File: src/logic/pulse_gen_pkg.sv
// shared constants for the configurable time pulse generator
package pulse_gen_pkg;

  // clock and time units
  localparam int unsigned CLK_PERIOD_NS = 10;
  localparam int unsigned NS_PER_US = 1000;
  localparam int unsigned TICK_CYCLES = NS_PER_US / CLK_PERIOD_NS;
  localparam logic [31:0] US_PER_SEC = 32'h000f4240;
  localparam logic [31:0] PCT_FULL = 32'h00000064;
  localparam logic [31:0] NS_PER_US_W = 32'h000003e8;

  // next-pulse report rate: one per second
  localparam int unsigned REPORT_PERIOD_MS = 1000;
  localparam int unsigned REPORT_CYCLES_DEF = REPORT_PERIOD_MS * (1000000 / CLK_PERIOD_NS);

  // time grid encoding
  typedef enum logic [2:0] {
    GRID_UTC = 3'h0,
    GRID_GPS = 3'h1,
    GRID_GLONASS = 3'h2,
    GRID_BEIDOU = 3'h3,
    GRID_GALILEO = 3'h4
  } time_grid_t;

  localparam int unsigned GRID_COUNT = 5;

  // utc variant encoding
  typedef enum logic [2:0] {
    UTC_AUTO = 3'h0,
    UTC_US = 3'h1,
    UTC_RUSSIAN = 3'h2,
    UTC_CHINESE = 3'h3,
    UTC_EUROPEAN = 3'h4
  } utc_variant_t;

  // bit positions in the constellation enable vector
  localparam int unsigned GNSS_GPS_BIT = 0;
  localparam int unsigned GNSS_GLONASS_BIT = 1;
  localparam int unsigned GNSS_BEIDOU_BIT = 2;
  localparam int unsigned GNSS_GALILEO_BIT = 3;

endpackage

File: src/logic/bit_sync.sv
// two flip-flop synchroniser for asynchronous pins
`timescale 1ns/1ps
`default_nettype none
module bit_sync #(
  parameter int unsigned WIDTH = 1
) (
  // clock and reset
  input wire logic clk_sys,
  input wire logic rst_n,
  // async in, synchronous out
  input wire logic [WIDTH-1:0] async_in,
  output logic [WIDTH-1:0] sync_out
);

  logic [WIDTH-1:0] meta_ff;

  // first stage is read only by the second stage
  always_ff @(posedge clk_sys or negedge rst_n) begin
    if (!rst_n) begin
      meta_ff <= '0;
      sync_out <= '0;
    end else begin
      meta_ff <= async_in;
      sync_out <= meta_ff;
    end
  end

endmodule
`default_nettype wire

File: src/logic/seq_div.sv
// free-running restoring unsigned divider, one quotient bit per cycle
`timescale 1ns/1ps
`default_nettype none
module seq_div #(
  parameter int unsigned WIDTH = 32
) (
  // clock and reset
  input wire logic clk_sys,
  input wire logic rst_n,
  // operands, sampled at the start of each pass
  input wire logic [WIDTH-1:0] num,
  input wire logic [WIDTH-1:0] den,
  // result
  output logic [WIDTH-1:0] quo,
  output logic done
);

  logic [WIDTH-1:0] num_ff;
  logic [WIDTH-1:0] den_ff;
  logic [WIDTH:0] rem_ff;
  logic [WIDTH-1:0] acc_ff;
  logic [$clog2(WIDTH+1)-1:0] cnt_ff;
  logic busy_ff;
  logic [WIDTH:0] nxt_rem;
  logic [WIDTH:0] trial;

  always_comb begin
    nxt_rem = {rem_ff[WIDTH-1:0], num_ff[WIDTH-1]};
    trial = nxt_rem - {1'b0, den_ff};
  end

  // restarts itself so results track operand changes within 2*WIDTH+1 cycles
  always_ff @(posedge clk_sys or negedge rst_n) begin
    if (!rst_n) begin
      num_ff <= '0;
      den_ff <= '0;
      rem_ff <= '0;
      acc_ff <= '0;
      cnt_ff <= '0;
      busy_ff <= 1'b0;
      quo <= '0;
      done <= 1'b0;
    end else if (!busy_ff) begin
      num_ff <= num;
      den_ff <= den;
      rem_ff <= '0;
      acc_ff <= '0;
      cnt_ff <= '0;
      busy_ff <= 1'b1;
      done <= 1'b0;
    end else begin
      num_ff <= {num_ff[WIDTH-2:0], 1'b0};
      if (!trial[WIDTH]) begin
        rem_ff <= trial;
        acc_ff <= {acc_ff[WIDTH-2:0], 1'b1};
      end else begin
        rem_ff <= nxt_rem;
        acc_ff <= {acc_ff[WIDTH-2:0], 1'b0};
      end
      cnt_ff <= cnt_ff + 1'b1;
      if (cnt_ff == ($clog2(WIDTH+1))'(WIDTH - 1)) begin
        busy_ff <= 1'b0;
        done <= 1'b1;
        // a zero divisor yields zero, which the generator treats as disabled
        quo <= (den_ff == '0) ? '0 : {acc_ff[WIDTH-2:0], ~trial[WIDTH]};
      end
    end
  end

endmodule
`default_nettype wire

File: src/logic/time_pulse_gen.sv
// configurable periodic time pulse generator aligned to a selectable time grid
`timescale 1ns/1ps
`default_nettype none
module time_pulse_gen
  import pulse_gen_pkg::*;
#(
  parameter int unsigned REPORT_CYCLES = REPORT_CYCLES_DEF
) (
  // clock and reset
  input wire logic clk_sys,
  input wire logic rst_n,
  // pulse shape configuration
  input wire logic pulse_enable,
  input wire logic freq_type,
  input wire logic ratio_type,
  input wire logic [31:0] period_value,
  input wire logic [31:0] length_value,
  input wire logic [31:0] period_lock_value,
  input wire logic [31:0] length_lock_value,
  input wire logic use_locked,
  input wire logic polarity,
  // timing configuration
  input wire logic lock_to_gnss_freq,
  input wire logic align_to_second,
  input wire logic [2:0] time_grid_select,
  input wire logic signed [31:0] cable_delay_ns,
  input wire logic signed [31:0] user_delay_ns,
  input wire logic [2:0] utc_variant_select,
  input wire logic [3:0] gnss_enable,
  input wire logic wheel_tick_use_setting,
  // time solution status
  input wire logic time_valid,
  input wire logic utc_params_valid,
  // asynchronous reference pins
  input wire logic gnss_freq_ref,
  input wire logic [4:0] grid_second_mark,
  // pulse pin
  output logic first_pulse_output,
  output logic first_pulse_oe,
  // next pulse report and status
  output logic next_pulse_time_report,
  output logic [31:0] report_pulse_index,
  output logic [2:0] report_time_grid,
  output logic [2:0] input_pulse_grid,
  output logic [2:0] utc_variant_used
);

  ////////////////////////////////////////////////////////////////////////////
  // helpers

  function automatic logic [31:0] min_u32(input logic [31:0] a, input logic [31:0] b);
    min_u32 = (a < b) ? a : b;
  endfunction

  function automatic logic [31:0] abs_s32(input logic signed [31:0] v);
    abs_s32 = v[31] ? 32'(-v) : 32'(v);
  endfunction

  ////////////////////////////////////////////////////////////////////////////
  // pin synchronisers and edge detect

  logic [5:0] pins_sync;
  logic [5:0] pins_d_ff;
  logic [5:0] pins_rise;

  bit_sync #(
    .WIDTH(6)
  ) u_pin_sync (
    .clk_sys(clk_sys),
    .rst_n(rst_n),
    .async_in({gnss_freq_ref, grid_second_mark}),
    .sync_out(pins_sync)
  );

  always_ff @(posedge clk_sys or negedge rst_n) begin
    if (!rst_n) begin
      pins_d_ff <= '0;
    end else begin
      pins_d_ff <= pins_sync;
    end
  end

  assign pins_rise = pins_sync & ~pins_d_ff;

  ////////////////////////////////////////////////////////////////////////////
  // microsecond tick: local divider or recovered reference

  logic [$clog2(TICK_CYCLES)-1:0] local_div_ff;
  logic local_tick;
  logic tick;

  always_ff @(posedge clk_sys or negedge rst_n) begin
    if (!rst_n) begin
      local_div_ff <= '0;
    end else if (local_div_ff == ($clog2(TICK_CYCLES))'(TICK_CYCLES - 1)) begin
      local_div_ff <= '0;
    end else begin
      local_div_ff <= local_div_ff + 1'b1;
    end
  end

  assign local_tick = (local_div_ff == ($clog2(TICK_CYCLES))'(TICK_CYCLES - 1));
  // a stalled reference stops the pulse train rather than falling back silently
  assign tick = lock_to_gnss_freq ? pins_rise[5] : local_tick;

  ////////////////////////////////////////////////////////////////////////////
  // setting selection and period / width arithmetic

  logic locked_sel;
  logic [31:0] raw_per;
  logic [31:0] raw_len;
  logic [31:0] freq_quo;
  logic freq_done;
  logic [31:0] ratio_quo;
  logic ratio_done;
  logic [31:0] per_calc_ff;
  logic [31:0] len_calc_ff;
  logic [63:0] ratio_prod;

  assign locked_sel = use_locked & time_valid;
  assign raw_per = locked_sel ? period_lock_value : period_value;
  assign raw_len = locked_sel ? length_lock_value : length_value;

  seq_div #(
    .WIDTH(32)
  ) u_freq_div (
    .clk_sys(clk_sys),
    .rst_n(rst_n),
    .num(US_PER_SEC),
    .den(raw_per),
    .quo(freq_quo),
    .done(freq_done)
  );

  // product is cut to 32 bits; periods above about 42 s in ratio mode wrap
  assign ratio_prod = per_calc_ff * raw_len;

  seq_div #(
    .WIDTH(32)
  ) u_ratio_div (
    .clk_sys(clk_sys),
    .rst_n(rst_n),
    .num(ratio_prod[31:0]),
    .den(PCT_FULL),
    .quo(ratio_quo),
    .done(ratio_done)
  );

  always_ff @(posedge clk_sys or negedge rst_n) begin
    if (!rst_n) begin
      per_calc_ff <= '0;
    end else if (!freq_type) begin
      per_calc_ff <= raw_per;
    end else if (freq_done) begin
      per_calc_ff <= freq_quo;
    end
  end

  always_ff @(posedge clk_sys or negedge rst_n) begin
    if (!rst_n) begin
      len_calc_ff <= '0;
    end else if (!ratio_type) begin
      len_calc_ff <= raw_len;
    end else if (ratio_done) begin
      len_calc_ff <= ratio_quo;
    end
  end

  ////////////////////////////////////////////////////////////////////////////
  // delay compensation and alignment

  logic signed [31:0] net_delay_us;
  logic [31:0] delay_mag;
  logic [31:0] align_load;
  logic [4:0] grid_onehot;
  logic grid_mark;
  logic align_now;

  // cable delay advances, user delay retards; resolution is one microsecond
  assign net_delay_us = (user_delay_ns - cable_delay_ns) / $signed(NS_PER_US_W);
  assign delay_mag = abs_s32(net_delay_us);

  always_comb begin
    if (delay_mag >= per_calc_ff || delay_mag == '0) begin
      align_load = '0;
    end else if (net_delay_us[31]) begin
      align_load = delay_mag;
    end else begin
      align_load = per_calc_ff - delay_mag;
    end
  end

  always_comb begin
    grid_onehot = '0;
    if (time_grid_select < 3'(GRID_COUNT)) begin
      grid_onehot[time_grid_select] = 1'b1;
    end
  end

  assign grid_mark = |(pins_rise[4:0] & grid_onehot);
  // the second marks of a grid only mean something once time is known
  assign align_now = align_to_second & time_valid & grid_mark;

  ////////////////////////////////////////////////////////////////////////////
  // period counter with boundary shadowing

  logic [31:0] cnt_ff;
  logic [31:0] per_act_ff;
  logic [31:0] len_act_ff;
  logic wrap;
  logic utc_seen_ff;
  logic withhold;
  logic gate;
  logic active;
  logic [31:0] pulse_cnt_ff;

  assign wrap = tick & (cnt_ff + 32'h00000001 >= per_act_ff);

  always_ff @(posedge clk_sys or negedge rst_n) begin
    if (!rst_n) begin
      cnt_ff <= '0;
    end else if (align_now) begin
      cnt_ff <= align_load;
    end else if (wrap || per_act_ff == '0) begin
      cnt_ff <= '0;
    end else if (tick) begin
      cnt_ff <= cnt_ff + 32'h00000001;
    end
  end

  // new settings load only at a period boundary, an alignment or while per_act_ff is zero, so apart from pulse_enable going low
  // or the UTC withhold only an alignment can cut a running pulse short
  always_ff @(posedge clk_sys or negedge rst_n) begin
    if (!rst_n) begin
      per_act_ff <= '0;
      len_act_ff <= '0;
    end else if (wrap || align_now || per_act_ff == '0) begin
      per_act_ff <= per_calc_ff;
      len_act_ff <= min_u32(len_calc_ff, per_calc_ff);
    end
  end

  // cold start is the reset; the flag stays until the next reset
  always_ff @(posedge clk_sys or negedge rst_n) begin
    if (!rst_n) begin
      utc_seen_ff <= 1'b0;
    end else if (utc_params_valid) begin
      utc_seen_ff <= 1'b1;
    end
  end

  assign withhold = (time_grid_select == GRID_UTC) & ~utc_seen_ff;
  assign gate = pulse_enable & ~withhold & (per_act_ff != '0);
  assign active = gate & (cnt_ff < len_act_ff);

  ////////////////////////////////////////////////////////////////////////////
  // output pin

  always_ff @(posedge clk_sys or negedge rst_n) begin
    if (!rst_n) begin
      first_pulse_output <= 1'b0;
      first_pulse_oe <= 1'b0;
    end else begin
      first_pulse_output <= active ? polarity : ~polarity;
      first_pulse_oe <= ~wheel_tick_use_setting;
    end
  end

  ////////////////////////////////////////////////////////////////////////////
  // pulse counting and next pulse report

  logic [$clog2(REPORT_CYCLES)-1:0] rep_cnt_ff;
  logic rep_due;

  always_ff @(posedge clk_sys or negedge rst_n) begin
    if (!rst_n) begin
      pulse_cnt_ff <= '0;
    end else if ((align_now ? (align_load == '0) : (wrap || per_act_ff == '0)) && pulse_enable
        && !withhold && per_calc_ff != '0 && len_calc_ff != '0) begin
      // counted as a pulse starts, so a report inside a pulse names the one after it
      pulse_cnt_ff <= pulse_cnt_ff + 32'h00000001;
    end
  end

  assign rep_due = (rep_cnt_ff == ($clog2(REPORT_CYCLES))'(REPORT_CYCLES - 1));

  // fixed rate, independent of the pulse rate
  always_ff @(posedge clk_sys or negedge rst_n) begin
    if (!rst_n) begin
      rep_cnt_ff <= '0;
    end else if (rep_due) begin
      rep_cnt_ff <= '0;
    end else begin
      rep_cnt_ff <= rep_cnt_ff + 1'b1;
    end
  end

  always_ff @(posedge clk_sys or negedge rst_n) begin
    if (!rst_n) begin
      next_pulse_time_report <= 1'b0;
      report_pulse_index <= '0;
      report_time_grid <= GRID_UTC;
    end else begin
      next_pulse_time_report <= rep_due;
      if (rep_due) begin
        report_pulse_index <= pulse_cnt_ff + 32'h00000001;
        report_time_grid <= time_grid_select;
      end
    end
  end

  ////////////////////////////////////////////////////////////////////////////
  // input grid and utc variant

  always_ff @(posedge clk_sys or negedge rst_n) begin
    if (!rst_n) begin
      input_pulse_grid <= GRID_GPS;
    end else if (time_grid_select == GRID_UTC) begin
      input_pulse_grid <= GRID_GPS;
    end else begin
      input_pulse_grid <= time_grid_select;
    end
  end

  always_ff @(posedge clk_sys or negedge rst_n) begin
    if (!rst_n) begin
      utc_variant_used <= UTC_AUTO;
    end else if (utc_variant_select != UTC_AUTO) begin
      utc_variant_used <= utc_variant_select;
    end else if (gnss_enable[GNSS_GPS_BIT]) begin
      utc_variant_used <= UTC_US;
    end else if (gnss_enable[GNSS_GLONASS_BIT]) begin
      utc_variant_used <= UTC_RUSSIAN;
    end else if (gnss_enable[GNSS_BEIDOU_BIT]) begin
      utc_variant_used <= UTC_CHINESE;
    end else if (gnss_enable[GNSS_GALILEO_BIT]) begin
      utc_variant_used <= UTC_EUROPEAN;
    end else begin
      utc_variant_used <= UTC_AUTO;
    end
  end

endmodule
`default_nettype wire

File: config.mk
export PLATFORM = sky130hd
export DESIGN_NAME = time_pulse_gen
export DESIGN_NICKNAME = d
export VERILOG_FILES = /design/src/logic/pulse_gen_pkg.sv /design/src/logic/bit_sync.sv /design/src/logic/seq_div.sv /design/src/logic/time_pulse_gen.sv
export SDC_FILE = /design/constraint.sdc
export NUM_CORES = 2
export LEC_CHECK = 0
export BUFFER_PORTS_ARGS = -buffer_cell sky130_fd_sc_hd__clkbuf_2
export CAP_MARGIN = 20
export CORE_MARGIN = 3
export CORE_UTILIZATION = 48
export CTS_CLUSTER_DIAMETER = 60
export DETAILED_ROUTE_END_ITERATION = 8
export GPL_ROUTABILITY_DRIVEN = 0
export GPL_TIMING_DRIVEN = 0
export HOLD_SLACK_MARGIN = 0.1
export PLACE_DENSITY = 0.72
export REMOVE_ABC_BUFFERS = 1
export SETUP_SLACK_MARGIN = 0.15
export SYNTH_ARGS = -nofsm -noshare
export SYNTH_HDL_FRONTEND = slang
export SYNTH_SLANG_ARGS = --single-unit
export TNS_END_PERCENT = 10
File: constraint.sdc
create_clock -name clk_sys -period 9.65 [get_ports clk_sys]
set_clock_uncertainty 0.15 [all_clocks]
set_input_delay 0.4825 -clock clk_sys [delete_from_list [all_inputs] [get_ports clk_sys]]
set_output_delay 0.4825 -clock clk_sys [all_outputs]
set_load 0.01 [all_outputs]
-- After elaboration in Yosys (flattened, before gate mapping)
Cells that the tools add are included.
- add/subtract/negate cells: 11
- mux-type cells: 49
- order comparisons: 7
- multipliers: 1
- bitwise logic cells: 17
- equal/unequal tests: 8
- div/mod/pow operators: 1
- reduce and logical (&&, ||, !) cells: 24
- operators by type and width (kind ; count):
    two-way mux 32 bit ; 21
    logical NOT 32 bit ; 5
    nonzero test 32 bit ; 3
    adder 32 x 1 -> 32 bit, second input constant ; 2
    greater-or-equal comparator 32 bit ; 2
    less-than comparator 32 bit ; 2
    subtractor 32 bit ; 2
    two-way mux 31 bit ; 2
    subtractor 33 x 32 -> 33 bit ; 1
    subtractor 33 x 7 -> 33 bit ; 1
    divider 32 x 11 -> 32 bit, second input constant ; 1
    multiplier 32 x 32 -> 32 bit ; 1
    negation 32 bit ; 1
    adder 27 x 1 -> 27 bit, second input constant ; 1
    == test 27 bit, second input constant ; 1
    two-way mux 27 bit ; 1
    two-way mux 3 bit ; 6
    two-way mux 1 bit ; 14
    adder 6 x 1 -> 6 bit, second input constant ; 2
    == test 6 x 5 -> 1 bit, second input constant ; 2
    two-way mux 6 bit ; 2
    AND 1 bit ; 8
    adder 7 x 1 -> 7 bit, second input constant ; 1
    == test 7 bit, second input constant ; 1
    other kinds (19) ; 35
- logic and storage cells: 153
- input bits: 220
- register bits: 592

-- Depth between registers and ports, before layout
- depth after elaboration: 13
- mapped depth: 118

-- Modules after synthesis
Synthesis repeated with hierarchy kept, for this count alone.
- cell total of the unflattened synthesis: 6833
- area, all modules: 60924.7 um^2
- by module, submodules not included (module ; times used ; area an instance (um^2) ; seq. area each (um^2) ; cells an instance):
    time_pulse_gen ; 1 ; 44473.9 ; 6932.9 ; 5401
    seq_div ; 2 ; 8075.2 ; 4179.0 ; 710
    bit_sync ; 1 ; 300.3 ; 300.3 ; 12

-- Worst setup path before layout
No wires, ideal clock.
- path type: input to register
- start point: input port user_delay_ns[0]
- end point: register pulse_cnt_ff[19]
- stages on the path: 109
- data arrival time: 24317 ps
- setup slack: -14897 ps
- library setup time: 79 ps
- cell sequence: inv_1 -> ha_1 -> fa_1 -> and2b_1 -> o21a_2 -> o21a_2 -> o21ai_2 -> a21oi_1 -> or4_4 -> a2111oi_2 -> a41oi_2 -> xor2_1 -> o31ai_4 -> mux2_4 -> and3_4 -> or2_1 -> buf_4 -> a21oi_2 -> [73 not listed] -> nand2b_1 -> a21oi_1 -> o21bai_1 -> a21o_1 -> or2_1 -> a31oi_1 -> o21bai_1 -> a32o_1 -> maj3_1 -> nor2_1 -> o21ba_2 -> o21ai_2 -> mux2i_1 -> o31ai_1 -> a31oi_2 -> buf_6 -> nor4_2 -> xor2_1
- longest elaborated chain between the ends: 13
- elaborated cells on any way between the ends: 16
- classes of those cells: add/sub (3); div (1); order compare (1); mux (4); reduce/logical (7)
- ends and longest elaborated chain (item ; line ; source):
    from (decl) ; time_pulse_gen.sv:27 ; input wire logic signed [31:0] user_delay_ns,
    subtractor 32 bit (*) ; time_pulse_gen.sv:180 ; assign net_delay_us = (user_delay_ns - cable_delay_ns) / $signed(NS_PER_US_W);
    divider 32 x 11 -> 32 bit (*) ; time_pulse_gen.sv:180 ;
    negation 32 bit ; time_pulse_gen.sv:56 ; abs_s32 = v[31] ? 32'(-v) : 32'(v);
    two-way mux 32 bit ; time_pulse_gen.sv:56 ;
    subtractor 32 bit (tied with other cells) ; time_pulse_gen.sv:189 ; align_load = per_calc_ff - delay_mag;
    two-way mux 32 bit or logical OR 1 bit (tied branches) ; time_pulse_gen.sv:186, time_pulse_gen.sv:184 ;
    two-way mux 32 bit (*) ; time_pulse_gen.sv:184 ; if (delay_mag >= per_calc_ff || delay_mag == '0) begin
    logical NOT 32 bit (*) ; time_pulse_gen.sv:278 ; end else if ((align_now ? (align_load == '0) : (wrap || per_act_ff == '0)) && pulse_enable
    two-way mux 1 bit (*) ; time_pulse_gen.sv:278 ;
    logical AND 1 bit (*) ; time_pulse_gen.sv:278 ;
    logical AND 1 bit (*) (3 in a row) ; time_pulse_gen.sv:279 ; && !withhold && per_calc_ff != '0 && len_calc_ff != '0) begin
    to (signal assigned) ; time_pulse_gen.sv:281 ; pulse_cnt_ff <= pulse_cnt_ff + 32'h00000001;
    to (decl) ; time_pulse_gen.sv:215 ; logic [31:0] pulse_cnt_ff;
Mark *: on every way between the ends. The rest lies on a longest branch, timed or not.
A chain may end at the register's enable or synchronous reset.

-- Worst setup path in the final report
- start point: input port user_delay_ns[0]
- end point: register pulse_cnt_ff[22]
Same word-level chain as after synthesis.

==> flow_summary.json <==
{
  "finalHoldViolCount": 0,
  "violations": "negative setup slack",
  "cts-buffers-inserted": 71,
  "diodes": 0,
  "required_ps": 10070,
  "die_w_um": 351.1,
  "clkTransAtPathRegs_ps": 60,
  "fin_hold_ws_ps": 128.0,
  "fin_area_sq_um": 70530,
  "ys_types": 145,
  "cpMaxStageDelayCell": "a2111o_1",
  "post_drt_wl_per_cell_um": 21.18,
  "num_rows": 125,
  "yosysWarnings": 0,
  "postSynthAreaPerCell_sq_um": 8.834,
  "drt_iter0_markers": 5137,
  "die_h_um": 351.1,
  "crit_path_end_kind": "flop",
  "hpwl_mm": 114.4,
  "finalSetupViolCount": 64,
  "period_needed_ps": 24540,
  "drt-pass1-iter-count": 9,
  "async_flop_share_pct": 100.0,
  "slew_headroom_pct": 2.970,
  "num_vias": 52500,
  "crit_path_start_kind": "input port",
  "postSynthCellCount": 6473,
  "root_buffer": "clkbuf_16",
  "startpoint": "user_delay_ns[0]",
  "wl_met2_mm": 86.45,
  "synth_edf_count": 0,
  "path_max_fanout": 13,
  "r2r-start": "per_calc_ff[7]$_DFFE_PN0P_",
  "fill_cells": 9213,
  "rsz0062_at_grt": "yes",
  "seq_area_frac_synth_pct": 25.65,
  "grt_overflow_total": 0,
  "slowest_delay_ps": 610,
  "synth_area_leaders": "dfrtp_1 26%, fa_1 14%, ha_1 7.0%, nand2_1 5.2%, inv_1 4.9%",
  "outcome": "complete, but fails checks",
  "drive_above_1_share_pct": 21.23,
  "grt_pass1_wl_mm": 277.6,
  "via_per_inst": 6.068,
  "top_layer_used": "met4",
  "drv_slew": 0,
  "final_util_pct": 60.21,
  "ant_nets": 0,
  "ys_seq_elements": 586,
  "reg2reg_depth": 38,
  "yosys.area_share.adder_pct": 21.57,
  "cpMostUsedCell": "buf_4",
  "clk_latency_ps": 660,
  "fp.dieArea_sq_um": 123300,
  "grt_pass1_vias": 52150,
  "core_sq_um": 117100,
  "ctsHtreeMaxLevel": 3,
  "r2r_slack_ps": 170,
  "route.detailed.drc": 0,
  "tightest_slew_ps": 1445,
  "clock.fmax_ghz": 0.04075,
  "area_delta_synth_final_pct": 23.34,
  "synth.area.mux_share_pct": 5.842,
  "maxCapViolations": 0,
  "antenna_found_initial": 2,
  "fin_crit_sh_pct": 254.3,
  "hold_path_depth": 3,
  "netlist.area_leader.share_pct": 25.60,
  "worst-setup-path-type": "input port to flop",
  "clockBufferDepth": 3,
  "num_io_pins": 264,
  "fin_ws_ps": -14890,
  "synth_area_leader_cell": "dfrtp_1",
  "synth_xor_area_share_pct": 7.131,
  "met1Wirelength_mm": 69.25,
  "setup.worst_path.end": "pulse_cnt_ff[22]$_DFFE_PN0P_",
  "cts.sinks": 586,
  "final_cells": 8652,
  "cp.arrival_ps": 24960,
  "synth_compound_area_share_pct": 14.94,
  "synth_area_sq_um": 57180,
  "cts_tree": "yes",
  "grt_max_degree": 116,
  "reg2reg_to": "u_ratio_div.num_ff[31]$_DFF_PN0_",
  "synth_top_family_by_area": "adder cells",
  "ys.flop_type": "dfrtp_1",
  "yosys.area_share.simple_pct": 17.77,
  "dp_cells": 8009,
  "hp-class": "input port to flop",
  "grt_usage_pct": 27.98,
  "routed_wl_mm": 183.3,
  "wl_met3_mm": 16.48,
  "start_util_pct": 48.81,
  "port_buffers": 263,
  "dpl_cell_area_sq_um": 60200,
  "finalNetCount": 8021
}
critical path: cells and delay by family:
family / cells / cell delay (ps)
compound gates: 50 / 12220
mux: 5 / 1450
xor+xnor: 5 / 1020
buf+inv: 33 / 3940
simple gates: 20 / 4850
fa+ha+maj: 4 / 880
timing repair:
item | in CTS | in global routing
setup endpoints to repair | 69 | 69
setup buffers | 313 | 97
hold endpoints to repair | 174 | 0
gates cloned | 8 | 4
hold buffers | 84 | 0
gates resized for setup | 481 | 221
pin swaps | 214 | 167
stage by stage:
step | setup slack, ps | setup TNS, ps
finish | -14890 | -934220
global route | -15750 | -983100
CTS | -13370 | -829080
detailed placement | -22780 | -1432440
global placement | -24880 | -5106540
floorplan | -17980 | -1099430
metal layers:
metal | track usage (%) | vias up
met2 | 46.88 | 2930
met4 | 13.00 | 0
li1 | - | 22980
met1 | 35.06 | 25690
met5 | 0 | -
met3 | 5.184 | 900
sequential cells by signal, summed over array words and instances (netlist names), 32 cells and up:
signal,count
u_freq_div.den_ff,32
report_pulse_index,32
u_ratio_div.num_ff,32
u_freq_div.quo,32
u_freq_div.rem_ff,32
len_calc_ff,32
u_ratio_div.quo,32
cnt_ff,32
u_ratio_div.rem_ff,32
per_act_ff,32
per_calc_ff,32
pulse_cnt_ff,32
len_act_ff,32
cell usage after synthesis, types with 43 or more instances:
master    instances
nor2_1          407
nor3_1           77
nand4_1          63
and2_1          206
mux2i_1         273
a21o_1          106
nor4_1           65
a31oi_1          43
and3_1           53
nor2b_1          51
inv_1           745
xnor2_1         276
o21ai_0         215
nand2b_1         68
nand2_1         791
nand3_1         134
fa_1            411
a21oi_1         339
ha_1            319
mux2_2           46
dfrtp_1         585
xor2_1          171
clkbuf_1        223
logic make-up after synthesis:
logic type / after synthesis
xor gates and xnor gates: 457
muxes: 325
buffers and inverters: 1049
and+or+nand+nor: 2086
other: 1
AOI/OAI and AO/OA: 1228
DFF: 586
adders and majority gates: 741
cell type report:
class	count	area (sq um)	area share, %
Inverter	749	2816	3.993
Multi-Input combinational cell	4849	42200	59.84
Tap cell	1524	1907	2.704
Clock buffer	99	2023	2.869
Timing Repair Buffer	814	6500	9.216
Clock inverter	31	384.1	0.5446
Sequential cell	586	14700	20.84
how the worst min path moves through the flow:
stage | slack [ps] | end | start
detailed placement | 180 | u_pin_sync.sync_out[3]$_DFF_PN0_ | u_pin_sync.meta_ff[3]$_DFF_PN0_
floorplan | 40 | cnt_ff[0]$_DFFE_PN0P_ | rst_n
global route | 150 | len_calc_ff[30]$_DFFE_PN0P_ | length_lock_value[30]
CTS | 100 | len_calc_ff[30]$_DFFE_PN0P_ | length_lock_value[30]
global placement | 180 | u_pin_sync.sync_out[4]$_DFF_PN0_ | u_pin_sync.meta_ff[4]$_DFF_PN0_
finish | 130 | per_calc_ff[30]$_DFFE_PN0P_ | period_value[30]
layout by cell type (no fill, tap or decap), types with 37 or more instances in the layout:
cell type / instances
nand2_1: 771
inv_1: 743
dfrtp_1: 567
fa_1: 409
buf_4: 392
nor2_1: 384
ha_1: 291
a21oi_1: 270
clkbuf_2: 261
mux2i_1: 259
xnor2_1: 245
and2_1: 199
o21ai_0: 188
xor2_1: 159
nand3_1: 131
a21o_1: 103
dlygate4sd3_1: 84
clkbuf_16: 74
nand4_1: 63
nand2b_1: 63
a21oi_2: 61
nor4_1: 58
nor3_1: 56
nor2b_1: 51
and3_1: 49
mux2_2: 37
Power is not shown: default switching activity piles up to over one toggle a cycle in this logic, so the estimate is an artifact.
